<file path="src/rtl/rdp_defs.vh">
`ifndef RDP_DEFS_VH
`define RDP_DEFS_VH

`define RDP_ADDR_CMD 8'h00
`define RDP_ADDR_CTRL 8'h04
`define RDP_ADDR_STAT 8'h08
`define RDP_CTRL_CLEAR_BIT 0

`define RDP_CMD_RESET 16'h0000
`define RDP_CMD_WMASK 16'hbfff
`define RDP_GA_MASK 16'hbf00
`define RDP_GB_MASK 16'h00f8
`define RDP_GC_MASK 16'h0007

`define RDP_MADDR_CLEAR 12'h00a
`define RDP_MADDR_CTR1 12'h022
`define RDP_MADDR_CTR2 12'h023
`define RDP_MADDR_CTR3 12'h02f

`define RDP_B_Z 8
`define RDP_B_Y 9
`define RDP_B_X 10
`define RDP_B_GYRO 11
`define RDP_B_CONV 12
`define RDP_B_PLUS1 13
`define RDP_B_MINUS1 15
`define RDP_B_ENG 3
`define RDP_B_OPTY 4
`define RDP_B_OPTX 5
`define RDP_B_PLUS2 6
`define RDP_B_MINUS2 7

`define RDP_CLK_HZ 250000000
`define RDP_CLK_MHZ 250
`define RDP_STROBE_HPPS 1024
`define RDP_RATE_HPPS 32
`define RDP_STROBE_US 3

`endif

</file>
<file path="src/rtl/rdp_strobe_gen.v">
`timescale 1ns/100ps
`include "rdp_defs.vh"

module rdp_strobe_gen #(
  parameter PERIOD = (`RDP_CLK_HZ / 100) / `RDP_STROBE_HPPS,
  parameter WIDTH = `RDP_CLK_MHZ * `RDP_STROBE_US,
  parameter RATE_DIV = `RDP_STROBE_HPPS / `RDP_RATE_HPPS
) (
  input wire hclk,
  input wire hresetn,
  output reg [2:0] strobe_n_ff,
  output reg rate_gate_n_ff,
  output reg sb0_start_ff,
  output reg rate_start_ff
);

  reg [11:0] cnt_ff;
  reg [5:0] div_ff;
  wire [31:0] last_w = PERIOD - 1;
  wire [31:0] wid_w = WIDTH;
  wire [31:0] off1_w = PERIOD / 3;
  wire [31:0] off2_w = (2 * PERIOD) / 3;
  wire [11:0] last = last_w[11:0];
  wire [11:0] wid = wid_w[11:0];
  wire [11:0] off1 = off1_w[11:0];
  wire [11:0] off2 = off2_w[11:0];
  wire [11:0] d1 = cnt_ff - off1;
  wire [11:0] d2 = cnt_ff - off2;
  wire [2:0] act;
  wire s2_start;

  // Three evenly spaced phases share one period counter.
  assign act[0] = cnt_ff < wid;
  assign act[1] = (cnt_ff >= off1) && (d1 < wid);
  assign act[2] = (cnt_ff >= off2) && (d2 < wid);
  assign s2_start = (cnt_ff == off2);

  always @(posedge hclk or negedge hresetn) begin
    if (!hresetn) begin
      cnt_ff <= 12'h000;
      div_ff <= 6'h00;
      strobe_n_ff <= 3'h7;
      rate_gate_n_ff <= 1'b1;
      sb0_start_ff <= 1'b0;
      rate_start_ff <= 1'b0;
    end else begin
      cnt_ff <= (cnt_ff == last) ? 12'h000 : cnt_ff + 12'h001;
      // Advance at the period wrap so the divider holds across phase two.
      if (cnt_ff == last) begin
        div_ff <= (div_ff == RATE_DIV - 1) ? 6'h00 : div_ff + 6'h01;
      end
      strobe_n_ff <= ~act;
      // Every thirty-second phase-two strobe becomes the gating pulse.
      rate_gate_n_ff <= ~(act[2] && (div_ff == 6'h00));
      sb0_start_ff <= (cnt_ff == 12'h000);
      rate_start_ff <= s2_start && (div_ff == 6'h00);
    end
  end

endmodule

</file>
<file path="src/rtl/rdp_top.v">
`timescale 1ns/100ps
`include "rdp_defs.vh"

module rdp_top #(
  parameter PERIOD = (`RDP_CLK_HZ / 100) / `RDP_STROBE_HPPS,
  parameter WIDTH = `RDP_CLK_MHZ * `RDP_STROBE_US
) (
  input wire hclk,
  input wire hresetn,
  input wire hsel,
  input wire [31:0] haddr,
  input wire [1:0] htrans,
  input wire hwrite,
  input wire [2:0] hsize,
  input wire [31:0] hwdata,
  input wire hready,
  output wire hreadyout,
  output wire hresp,
  output reg [31:0] hrdata,
  input wire computer_restart_signal,
  input wire mem_addr_valid,
  input wire [11:0] mem_addr,
  input wire counter_overflow,
  output reg group_a_clear_line,
  output reg group_b_clear_line,
  output reg group_c_clear_line,
  output wire strobe_phase_zero_n,
  output wire strobe_phase_one_n,
  output wire strobe_phase_two_n,
  output wire rate_gate_n,
  output reg first_counter_plus_request,
  output reg first_counter_minus_request,
  output reg second_counter_plus_request,
  output reg [2:0] gyro_unit_plus,
  output reg [2:0] gyro_unit_minus,
  output reg [2:0] angle_converter_unit_plus,
  output reg [2:0] angle_converter_unit_minus,
  output reg engine_plus,
  output reg engine_minus,
  output reg optics_y_plus,
  output reg optics_y_minus,
  output reg optics_x_plus,
  output reg optics_x_minus
);

  function [1:0] reg_sel;
    input [7:0] a;
    begin
      case (a)
        `RDP_ADDR_CMD: reg_sel = 2'h1;
        `RDP_ADDR_CTRL: reg_sel = 2'h2;
        `RDP_ADDR_STAT: reg_sel = 2'h3;
        default: reg_sel = 2'h0;
      endcase
    end
  endfunction

  reg [15:0] cmd_ff;
  reg [15:0] nxt_cmd;
  reg rate1_ff;
  reg rate2_ff;
  reg restart_s1_ff;
  reg restart_s2_ff;
  reg wr_pend_ff;
  reg rd_pend_ff;
  reg rd_wait_ff;
  reg [7:0] addr_ff;
  reg [7:0] pulses1_ff;
  reg [7:0] pulses2_ff;
  reg [31:0] rd_mux;
  wire [2:0] strobe_n;
  wire sb0_start;
  wire rate_start;
  wire addr_phase;
  wire wr_cmd;
  wire sw_clear;
  wire clr_all;
  wire clr_a;
  wire clr_b;
  wire clr_c;
  wire [2:0] axis;
  wire axis_ok;
  wire gate_active;
  wire go1;
  wire go2;

  rdp_strobe_gen #(
    .PERIOD(PERIOD),
    .WIDTH(WIDTH),
    .RATE_DIV(`RDP_STROBE_HPPS / `RDP_RATE_HPPS)
  ) u_strobe (
    .hclk(hclk),
    .hresetn(hresetn),
    .strobe_n_ff(strobe_n),
    .rate_gate_n_ff(rate_gate_n),
    .sb0_start_ff(sb0_start),
    .rate_start_ff(rate_start)
  );

  assign strobe_phase_zero_n = strobe_n[0];
  assign strobe_phase_one_n = strobe_n[1];
  assign strobe_phase_two_n = strobe_n[2];

  // The restart pin comes from another domain.
  always @(posedge hclk or negedge hresetn) begin
    if (!hresetn) begin
      restart_s1_ff <= 1'b0;
      restart_s2_ff <= 1'b0;
    end else begin
      restart_s1_ff <= computer_restart_signal;
      restart_s2_ff <= restart_s1_ff;
    end
  end

  // Bus slave: writes take effect in the data phase; reads add one wait.
  assign addr_phase = hsel && hready && htrans[1];
  assign hreadyout = ~rd_wait_ff;
  assign hresp = 1'b0;

  always @(posedge hclk or negedge hresetn) begin
    if (!hresetn) begin
      wr_pend_ff <= 1'b0;
      rd_pend_ff <= 1'b0;
      rd_wait_ff <= 1'b0;
      addr_ff <= 8'h00;
      hrdata <= 32'h00000000;
    end else begin
      if (hready) begin
        wr_pend_ff <= addr_phase && hwrite;
        rd_pend_ff <= addr_phase && !hwrite;
        rd_wait_ff <= addr_phase && !hwrite;
        if (addr_phase) begin
          addr_ff <= haddr[7:0];
        end
      end else begin
        rd_wait_ff <= 1'b0;
      end
      if (rd_wait_ff) begin
        hrdata <= rd_mux;
      end
    end
  end

  always @* begin
    rd_mux = 32'h00000000;
    case (reg_sel(addr_ff))
      2'h1: rd_mux = {16'h0000, cmd_ff};
      2'h3: rd_mux = {13'h0000, pulses2_ff, pulses1_ff, axis_ok,
                      rate2_ff, rate1_ff};
      default: rd_mux = 32'h00000000;
    endcase
  end

  assign wr_cmd = wr_pend_ff && (reg_sel(addr_ff) == 2'h1);
  assign sw_clear = wr_pend_ff && (reg_sel(addr_ff) == 2'h2) &&
                    hwdata[`RDP_CTRL_CLEAR_BIT];

  // Clear decode from program address and counter overflow.
  assign clr_all = sw_clear || restart_s2_ff ||
                   (mem_addr_valid && mem_addr == `RDP_MADDR_CLEAR);
  assign clr_a = clr_all || (mem_addr_valid && counter_overflow &&
                 mem_addr == `RDP_MADDR_CTR1);
  assign clr_b = clr_all || (mem_addr_valid && counter_overflow &&
                 mem_addr == `RDP_MADDR_CTR2);
  assign clr_c = clr_all || (mem_addr_valid && counter_overflow &&
                 mem_addr == `RDP_MADDR_CTR3);

  // A program write in the same cycle as a clear wins, except against a restart clear.
  always @* begin
    nxt_cmd = cmd_ff;
    if (clr_a) begin
      nxt_cmd = nxt_cmd & ~`RDP_GA_MASK;
    end
    if (clr_b) begin
      nxt_cmd = nxt_cmd & ~`RDP_GB_MASK;
    end
    if (clr_c) begin
      nxt_cmd = nxt_cmd & ~`RDP_GC_MASK;
    end
    if (wr_cmd && !restart_s2_ff) begin
      nxt_cmd = hwdata[15:0] & `RDP_CMD_WMASK;
    end
  end

  always @(posedge hclk or negedge hresetn) begin
    if (!hresetn) begin
      cmd_ff <= `RDP_CMD_RESET;
      group_a_clear_line <= 1'b0;
      group_b_clear_line <= 1'b0;
      group_c_clear_line <= 1'b0;
    end else begin
      cmd_ff <= nxt_cmd;
      group_a_clear_line <= clr_a;
      group_b_clear_line <= clr_b;
      group_c_clear_line <= clr_c;
    end
  end

  // Control flip-flops follow their select bits on each phase-zero strobe.
  always @(posedge hclk or negedge hresetn) begin
    if (!hresetn) begin
      rate1_ff <= 1'b0;
      rate2_ff <= 1'b0;
    end else if (sb0_start) begin
      rate1_ff <= cmd_ff[`RDP_B_GYRO] | cmd_ff[`RDP_B_CONV];
      rate2_ff <= cmd_ff[`RDP_B_PLUS2] | cmd_ff[`RDP_B_MINUS2];
    end
  end

  assign axis = {cmd_ff[`RDP_B_X], cmd_ff[`RDP_B_Y], cmd_ff[`RDP_B_Z]};
  assign axis_ok = (axis == 3'h4) || (axis == 3'h2) ||
                   (axis == 3'h1);
  assign gate_active = ~rate_gate_n;
  assign go1 = rate1_ff && axis_ok;
  assign go2 = rate2_ff;

  // Drive outputs stand for the gating window; requests are one pulse each.
  always @(posedge hclk or negedge hresetn) begin
    if (!hresetn) begin
      first_counter_plus_request <= 1'b0;
      first_counter_minus_request <= 1'b0;
      second_counter_plus_request <= 1'b0;
      gyro_unit_plus <= 3'h0;
      gyro_unit_minus <= 3'h0;
      angle_converter_unit_plus <= 3'h0;
      angle_converter_unit_minus <= 3'h0;
      engine_plus <= 1'b0;
      engine_minus <= 1'b0;
      optics_y_plus <= 1'b0;
      optics_y_minus <= 1'b0;
      optics_x_plus <= 1'b0;
      optics_x_minus <= 1'b0;
      pulses1_ff <= 8'h00;
      pulses2_ff <= 8'h00;
    end else begin
      first_counter_plus_request <= rate_start && go1 &&
                                    cmd_ff[`RDP_B_PLUS1];
      first_counter_minus_request <= rate_start && go1 &&
                                     cmd_ff[`RDP_B_MINUS1];
      second_counter_plus_request <= rate_start && go2;
      gyro_unit_plus <= (gate_active && go1 && cmd_ff[`RDP_B_GYRO] &&
                         cmd_ff[`RDP_B_PLUS1]) ? axis : 3'h0;
      gyro_unit_minus <= (gate_active && go1 && cmd_ff[`RDP_B_GYRO] &&
                          cmd_ff[`RDP_B_MINUS1]) ? axis : 3'h0;
      angle_converter_unit_plus <= (gate_active && go1 &&
        cmd_ff[`RDP_B_CONV] && cmd_ff[`RDP_B_PLUS1]) ? axis : 3'h0;
      angle_converter_unit_minus <= (gate_active && go1 &&
        cmd_ff[`RDP_B_CONV] && cmd_ff[`RDP_B_MINUS1]) ? axis : 3'h0;
      engine_plus <= gate_active && go2 && cmd_ff[`RDP_B_ENG] &&
                     cmd_ff[`RDP_B_PLUS2];
      engine_minus <= gate_active && go2 && cmd_ff[`RDP_B_ENG] &&
                      cmd_ff[`RDP_B_MINUS2];
      optics_y_plus <= gate_active && go2 && cmd_ff[`RDP_B_OPTY] &&
                       cmd_ff[`RDP_B_PLUS2];
      optics_y_minus <= gate_active && go2 && cmd_ff[`RDP_B_OPTY] &&
                        cmd_ff[`RDP_B_MINUS2];
      optics_x_plus <= gate_active && go2 && cmd_ff[`RDP_B_OPTX] &&
                       cmd_ff[`RDP_B_PLUS2];
      optics_x_minus <= gate_active && go2 && cmd_ff[`RDP_B_OPTX] &&
                        cmd_ff[`RDP_B_MINUS2];
      if (rate_start && go1 &&
          (cmd_ff[`RDP_B_PLUS1] || cmd_ff[`RDP_B_MINUS1])) begin
        pulses1_ff <= pulses1_ff + 8'h01;
      end
      if (rate_start && go2) begin
        pulses2_ff <= pulses2_ff + 8'h01;
      end
    end
  end

endmodule

</file>
<file path="config.mk">
export PLATFORM = sky130hd
export DESIGN_NAME = rdp_top
export DESIGN_NICKNAME = d
export VERILOG_FILES = /design/src/rtl/rdp_strobe_gen.v /design/src/rtl/rdp_top.v
export VERILOG_INCLUDE_DIRS = /design/src /design/src/rtl
export SDC_FILE = /design/constraint.sdc
export NUM_CORES = 1
export LEC_CHECK = 0
export ABC_AREA = 1
export BUFFER_PORTS_ARGS = -buffer_cell sky130_fd_sc_hd__buf_2
export CORE_MARGIN = 2
export CORE_UTILIZATION = 53
export DETAILED_ROUTE_END_ITERATION = 16
export GPL_ROUTABILITY_DRIVEN = 0
export MAX_ROUTING_LAYER = met4
export PLACE_DENSITY = 0.86
export SLEW_MARGIN = 0
export SYNTH_ARGS = -nofsm -noshare
export SYNTH_HDL_FRONTEND = slang
export SYNTH_SLANG_ARGS = --single-unit
</file>
<file path="constraint.sdc">
create_clock -name hclk -period 2 [get_ports hclk]
set_input_delay 0.3 -clock hclk [delete_from_list [all_inputs] [get_ports hclk]]
set_output_delay 0.3 -clock hclk [all_outputs]
set_load 0.005 [all_outputs]
</file>
==> summary.md <==
| Metric | Value |
|---|---|
| Status | `complete, no violations` |
| Fmax | `between 500 and 600 MHz` |
| Row count | `37` |
| Setup Fix Bufs, Post-CTS | `0` |
| DR pass1 iterations | `5` |
| WHS | `0.0222 ns` |
| Measured slew at the worst slew-check pin | `slightly below 0.8 ns` |
| Grt met3 use | `2.84%` |
| Skew-Pair Late Insertion Delay | `0.39 ns` |
| Worst VDD drop | `0.000454 V` |
| Final Cell Area | `around 6200 um^2` |
| Core Util, Final | `61.3%` |
| YS warnings | `0` |
| Mapped Cells | `650` |
| Die H | `~110 um` |
| GRT Util Overall | `around 25%` |
| GR Layer Usage met1 | `between 30% and 40%` |
| Remaining Overflow, GRT | `0` |
| Async SR Flop Fraction | `100%` |
| Skew final | `between 0.015 and 0.02 ns` |
| Crit path required time | `roughly 1.7 ns` |
| IO Port Bufs | `a little over 90` |
| Via Count | `about 4800` |
| DRT iter0 DRCs | `418` |
| Power Density | `between 600 and 700 nW/um^2` |
| Rel. slew slack | `roughly 47%` |
| Crit Path Category | `flop to primary output` |
| Area Growth Syn to Fin | `13.8%` |
| Die Span X | `around 110 um` |
| Mapped Avg Cell Area | `roughly 8.4 um^2` |
| Htree depth | `3` |
| Count of cell types in the netlist | `46` |
| Number of enable flip-flop cells after synthesis | `0` |
| CP startpoint kind | `flop` |
| HP Class | `primary input to flop` |
| P_leak | `about 3.3 nW` |
| CP Cell Sequence | `inv_1 > buf_2` |
| Antenna-violating nets left | `0` |
| Terminus of the critical flop-to-flop path | `pulses1_ff[3]` |
| Vias in the first global route | `between 4000 and 5000` |
| FF+latch count, synth | `112` |
| Final Hold Vio Count | `0` |
| Worst Path Max Fanout | `17` |
| Worst Hold Depth | `1` |
| Seq/Total Area, Yosys | `51.2%` |
| Synth Cell Area | `around 5500 um^2` |
| Fin. max-slew vios | `0` |
| CTS tree | `done` |
| FF-to-FF setup slack | `between 0.15 and 0.2 ns` |
| Setup TNS | `0 ns` |
| Worst Setup End Kind | `primary output` |
| Post-CTS resize count | `0` |
| Clk pin slew, worst setup/hold paths | `~0.12 ns` |
| First-pass GRT wire length | `about 22000 um` |
| RSZ-0062 raised after global routing | `no` |
| CP max stage delay | `approximately 0.7 ns` |
| Nets@finish | `roughly 840` |
| Full die area | `roughly 11000 um^2` |
| WL final | `around 13000 um` |
| Clk buf depth | `2` |
| Worst R2R Path Depth | `10` |
| Crit path time final | `about 1.8 ns` |
| Io pins | `151` |
| Max-cap violations | `0` |
| CTS Buf Count | `9` |
| Wire per inst | `between 10 and 15 um` |
| # clock sinks | `about 110` |
| Largest net degree at the start of global routing | `48` |
| Starting Density | `a little over half` |
| # DRC | `0` |
| Antenna Cells | `0` |
| CP delay by family, top | `flip-flops` |
| Detailed-route vias per instance | `~5.4` |
| Busiest layer in global routing | `met2` |
| Hold Startpoint | `computer_restart_signal` |
| Pwr Total | `between 3 and 4 mW` |
| Root Buffer | `clkbuf_8` |
| Worst Path Buf+Inv | `2` |
| Fin crit share | `92.5%` |
| Met2 GRT Util | `42.2%` |
| Final setup vio count | `0` |
| Hold Path End | `restart_s1_ff` |
| Initial antenna violation count | `0` |
| Dpl cell area | `6030 um^2` |
| HPWL Detailed | `between 9000 and 10000 um` |
| Top FF cell, synth | `dfrtp_1` |
| Total core area | `10200 um^2` |
| Crit path DAT | `roughly 1.6 ns` |
| Share of cells above drive strength 1 | `between 10% and 20%` |
| Worst flop-to-flop path startpoint | `cmd_ff[10]` |
| Slowest-stage cell, CP | `dfrtp_1` |
==> synth_stat cells (2+ instances only) <==
cell      instances  area share, %
a21oi_1          11            1.0
buf_2             8           0.73
buf_4            16            2.2
buf_6             2           0.41
clkbuf_1          4           0.27
clkinv_1          2           0.14
dfrtp_1         108             49
dfstp_2           4            1.9
ha_1              6            1.4
inv_1            65            4.4
inv_2             8           0.55
mux2_2            4           0.82
nand2_1         175             12
nand3_1          35            3.2
nand3_2           3           0.55
nand4_1          32            3.7
nor2_1           61            4.2
nor2_2            2           0.23
nor2_4            3           0.62
nor3_1           11            1.0
nor4_1            4           0.46
o211ai_1          2           0.27
o21ai_0          32            2.9
o21ai_1           2           0.18
o22ai_1           8           0.91
o31ai_1           3           0.41
xor2_1           20            3.2
==> power breakdown <==
| part | internal, mW | total [mW] | switching, mW |
|---|---|---|---|
| clock network | 0.531 | 1.39 | 0.862 |
| logic | 0.0712 | 0.188 | 0.117 |
| registers | 2.30 | 2.32 | 0.0206 |
| total | 2.90 | 3.90 | 1.00 |
==> registers in the layout (all words and copies together), names as in the netlist, 3 cells and up <==
register	flops
pulses1_ff	8
addr_ff	8
angle_converter_unit_plus	3
pulses2_ff	8
gyro_unit_minus	3
angle_converter_unit_minus	3
u_strobe.div_ff	6
hrdata	19
cmd_ff	15
u_strobe.strobe_n_ff	3
gyro_unit_plus	3
u_strobe.cnt_ff	12
==> final cells by class <==
cell class	instances	area [um^2]
fill	859	3940
tap	136	170
sequential	112	2810
inverter	75	282
clock buffer	10	138
clock inverter	6	65.1
timing repair buffer	98	538
multi-input combinational	445	2240
==> routing by layer <==
| layer | routed length (um) | vias up |
|---|---|---|
| li1 | - | 2249 |
| met1 | 5270 | 2290 |
| met2 | 6560 | 219 |
| met3 | 838 | 36 |
| met4 | 407 | 0 |
| met5 | 0 | - |
==> layout by cell type (no fill, tap or decap), types with 14 or more instances in the layout <==
master / instances
nand2_1: 175
nand4_1: 32
inv_1: 65
conb_1: 14
xor2_1: 20
buf_2: 90
nor2_1: 61
o21ai_0: 32
nand3_1: 35
dfrtp_1: 108
==> kinds of logic (layout without fill, tap and decap cells) <==
| kind of cell | Yosys count | in the layout | synth area share [%] |
|---|---|---|---|
| mux | 4 | 4 | 0.821 |
| flops | 112 | 112 | 51.2 |
| other cells | 1 | 14 | 0.0684 |
| buf+inv | 106 | 189 | 8.81 |
| simple gates | 333 | 333 | 27.2 |
| fa+ha+maj | 6 | 6 | 1.37 |
| compound gates | 67 | 67 | 7.14 |
| xor+xnor | 21 | 21 | 3.35 |
==> per-stage QoR <==
| step | setup slack (ns) | instances |
|---|---|---|
| 3_5_place_dp | 0.232 | 865 |
| 2_1_floorplan | 0.521 | 663 |
| 6_report | 0.150 | 882 |
| 3_3_place_gp | 0.328 | 865 |
| 5_1_grt | 0.0209 | 882 |
| 4_1_cts | 0.152 | 882 |
==> worst max path at each step <==
stage                       startpoint                  to  slack (ns)  cells after the start
finish                      rd_wait_ff           hreadyout        0.15                      2
global route        u_strobe.cnt_ff[4]  u_strobe.div_ff[0]        0.02                      7
CTS                         rd_wait_ff           hreadyout        0.15                      2
detailed placement  u_strobe.cnt_ff[4]  u_strobe.div_ff[0]        0.23                      7
global placement    u_strobe.cnt_ff[4]  u_strobe.div_ff[0]        0.33                      7
floorplan           u_strobe.cnt_ff[4]  u_strobe.div_ff[0]        0.52                      8
==> repair_timing <==
action                                 CTS  global route
endpoints found under the hold margin   34             0
setup endpoints to repair                0             0
hold buffers                             1             0
No activity file was read; power rests on OpenSTA's default activity.
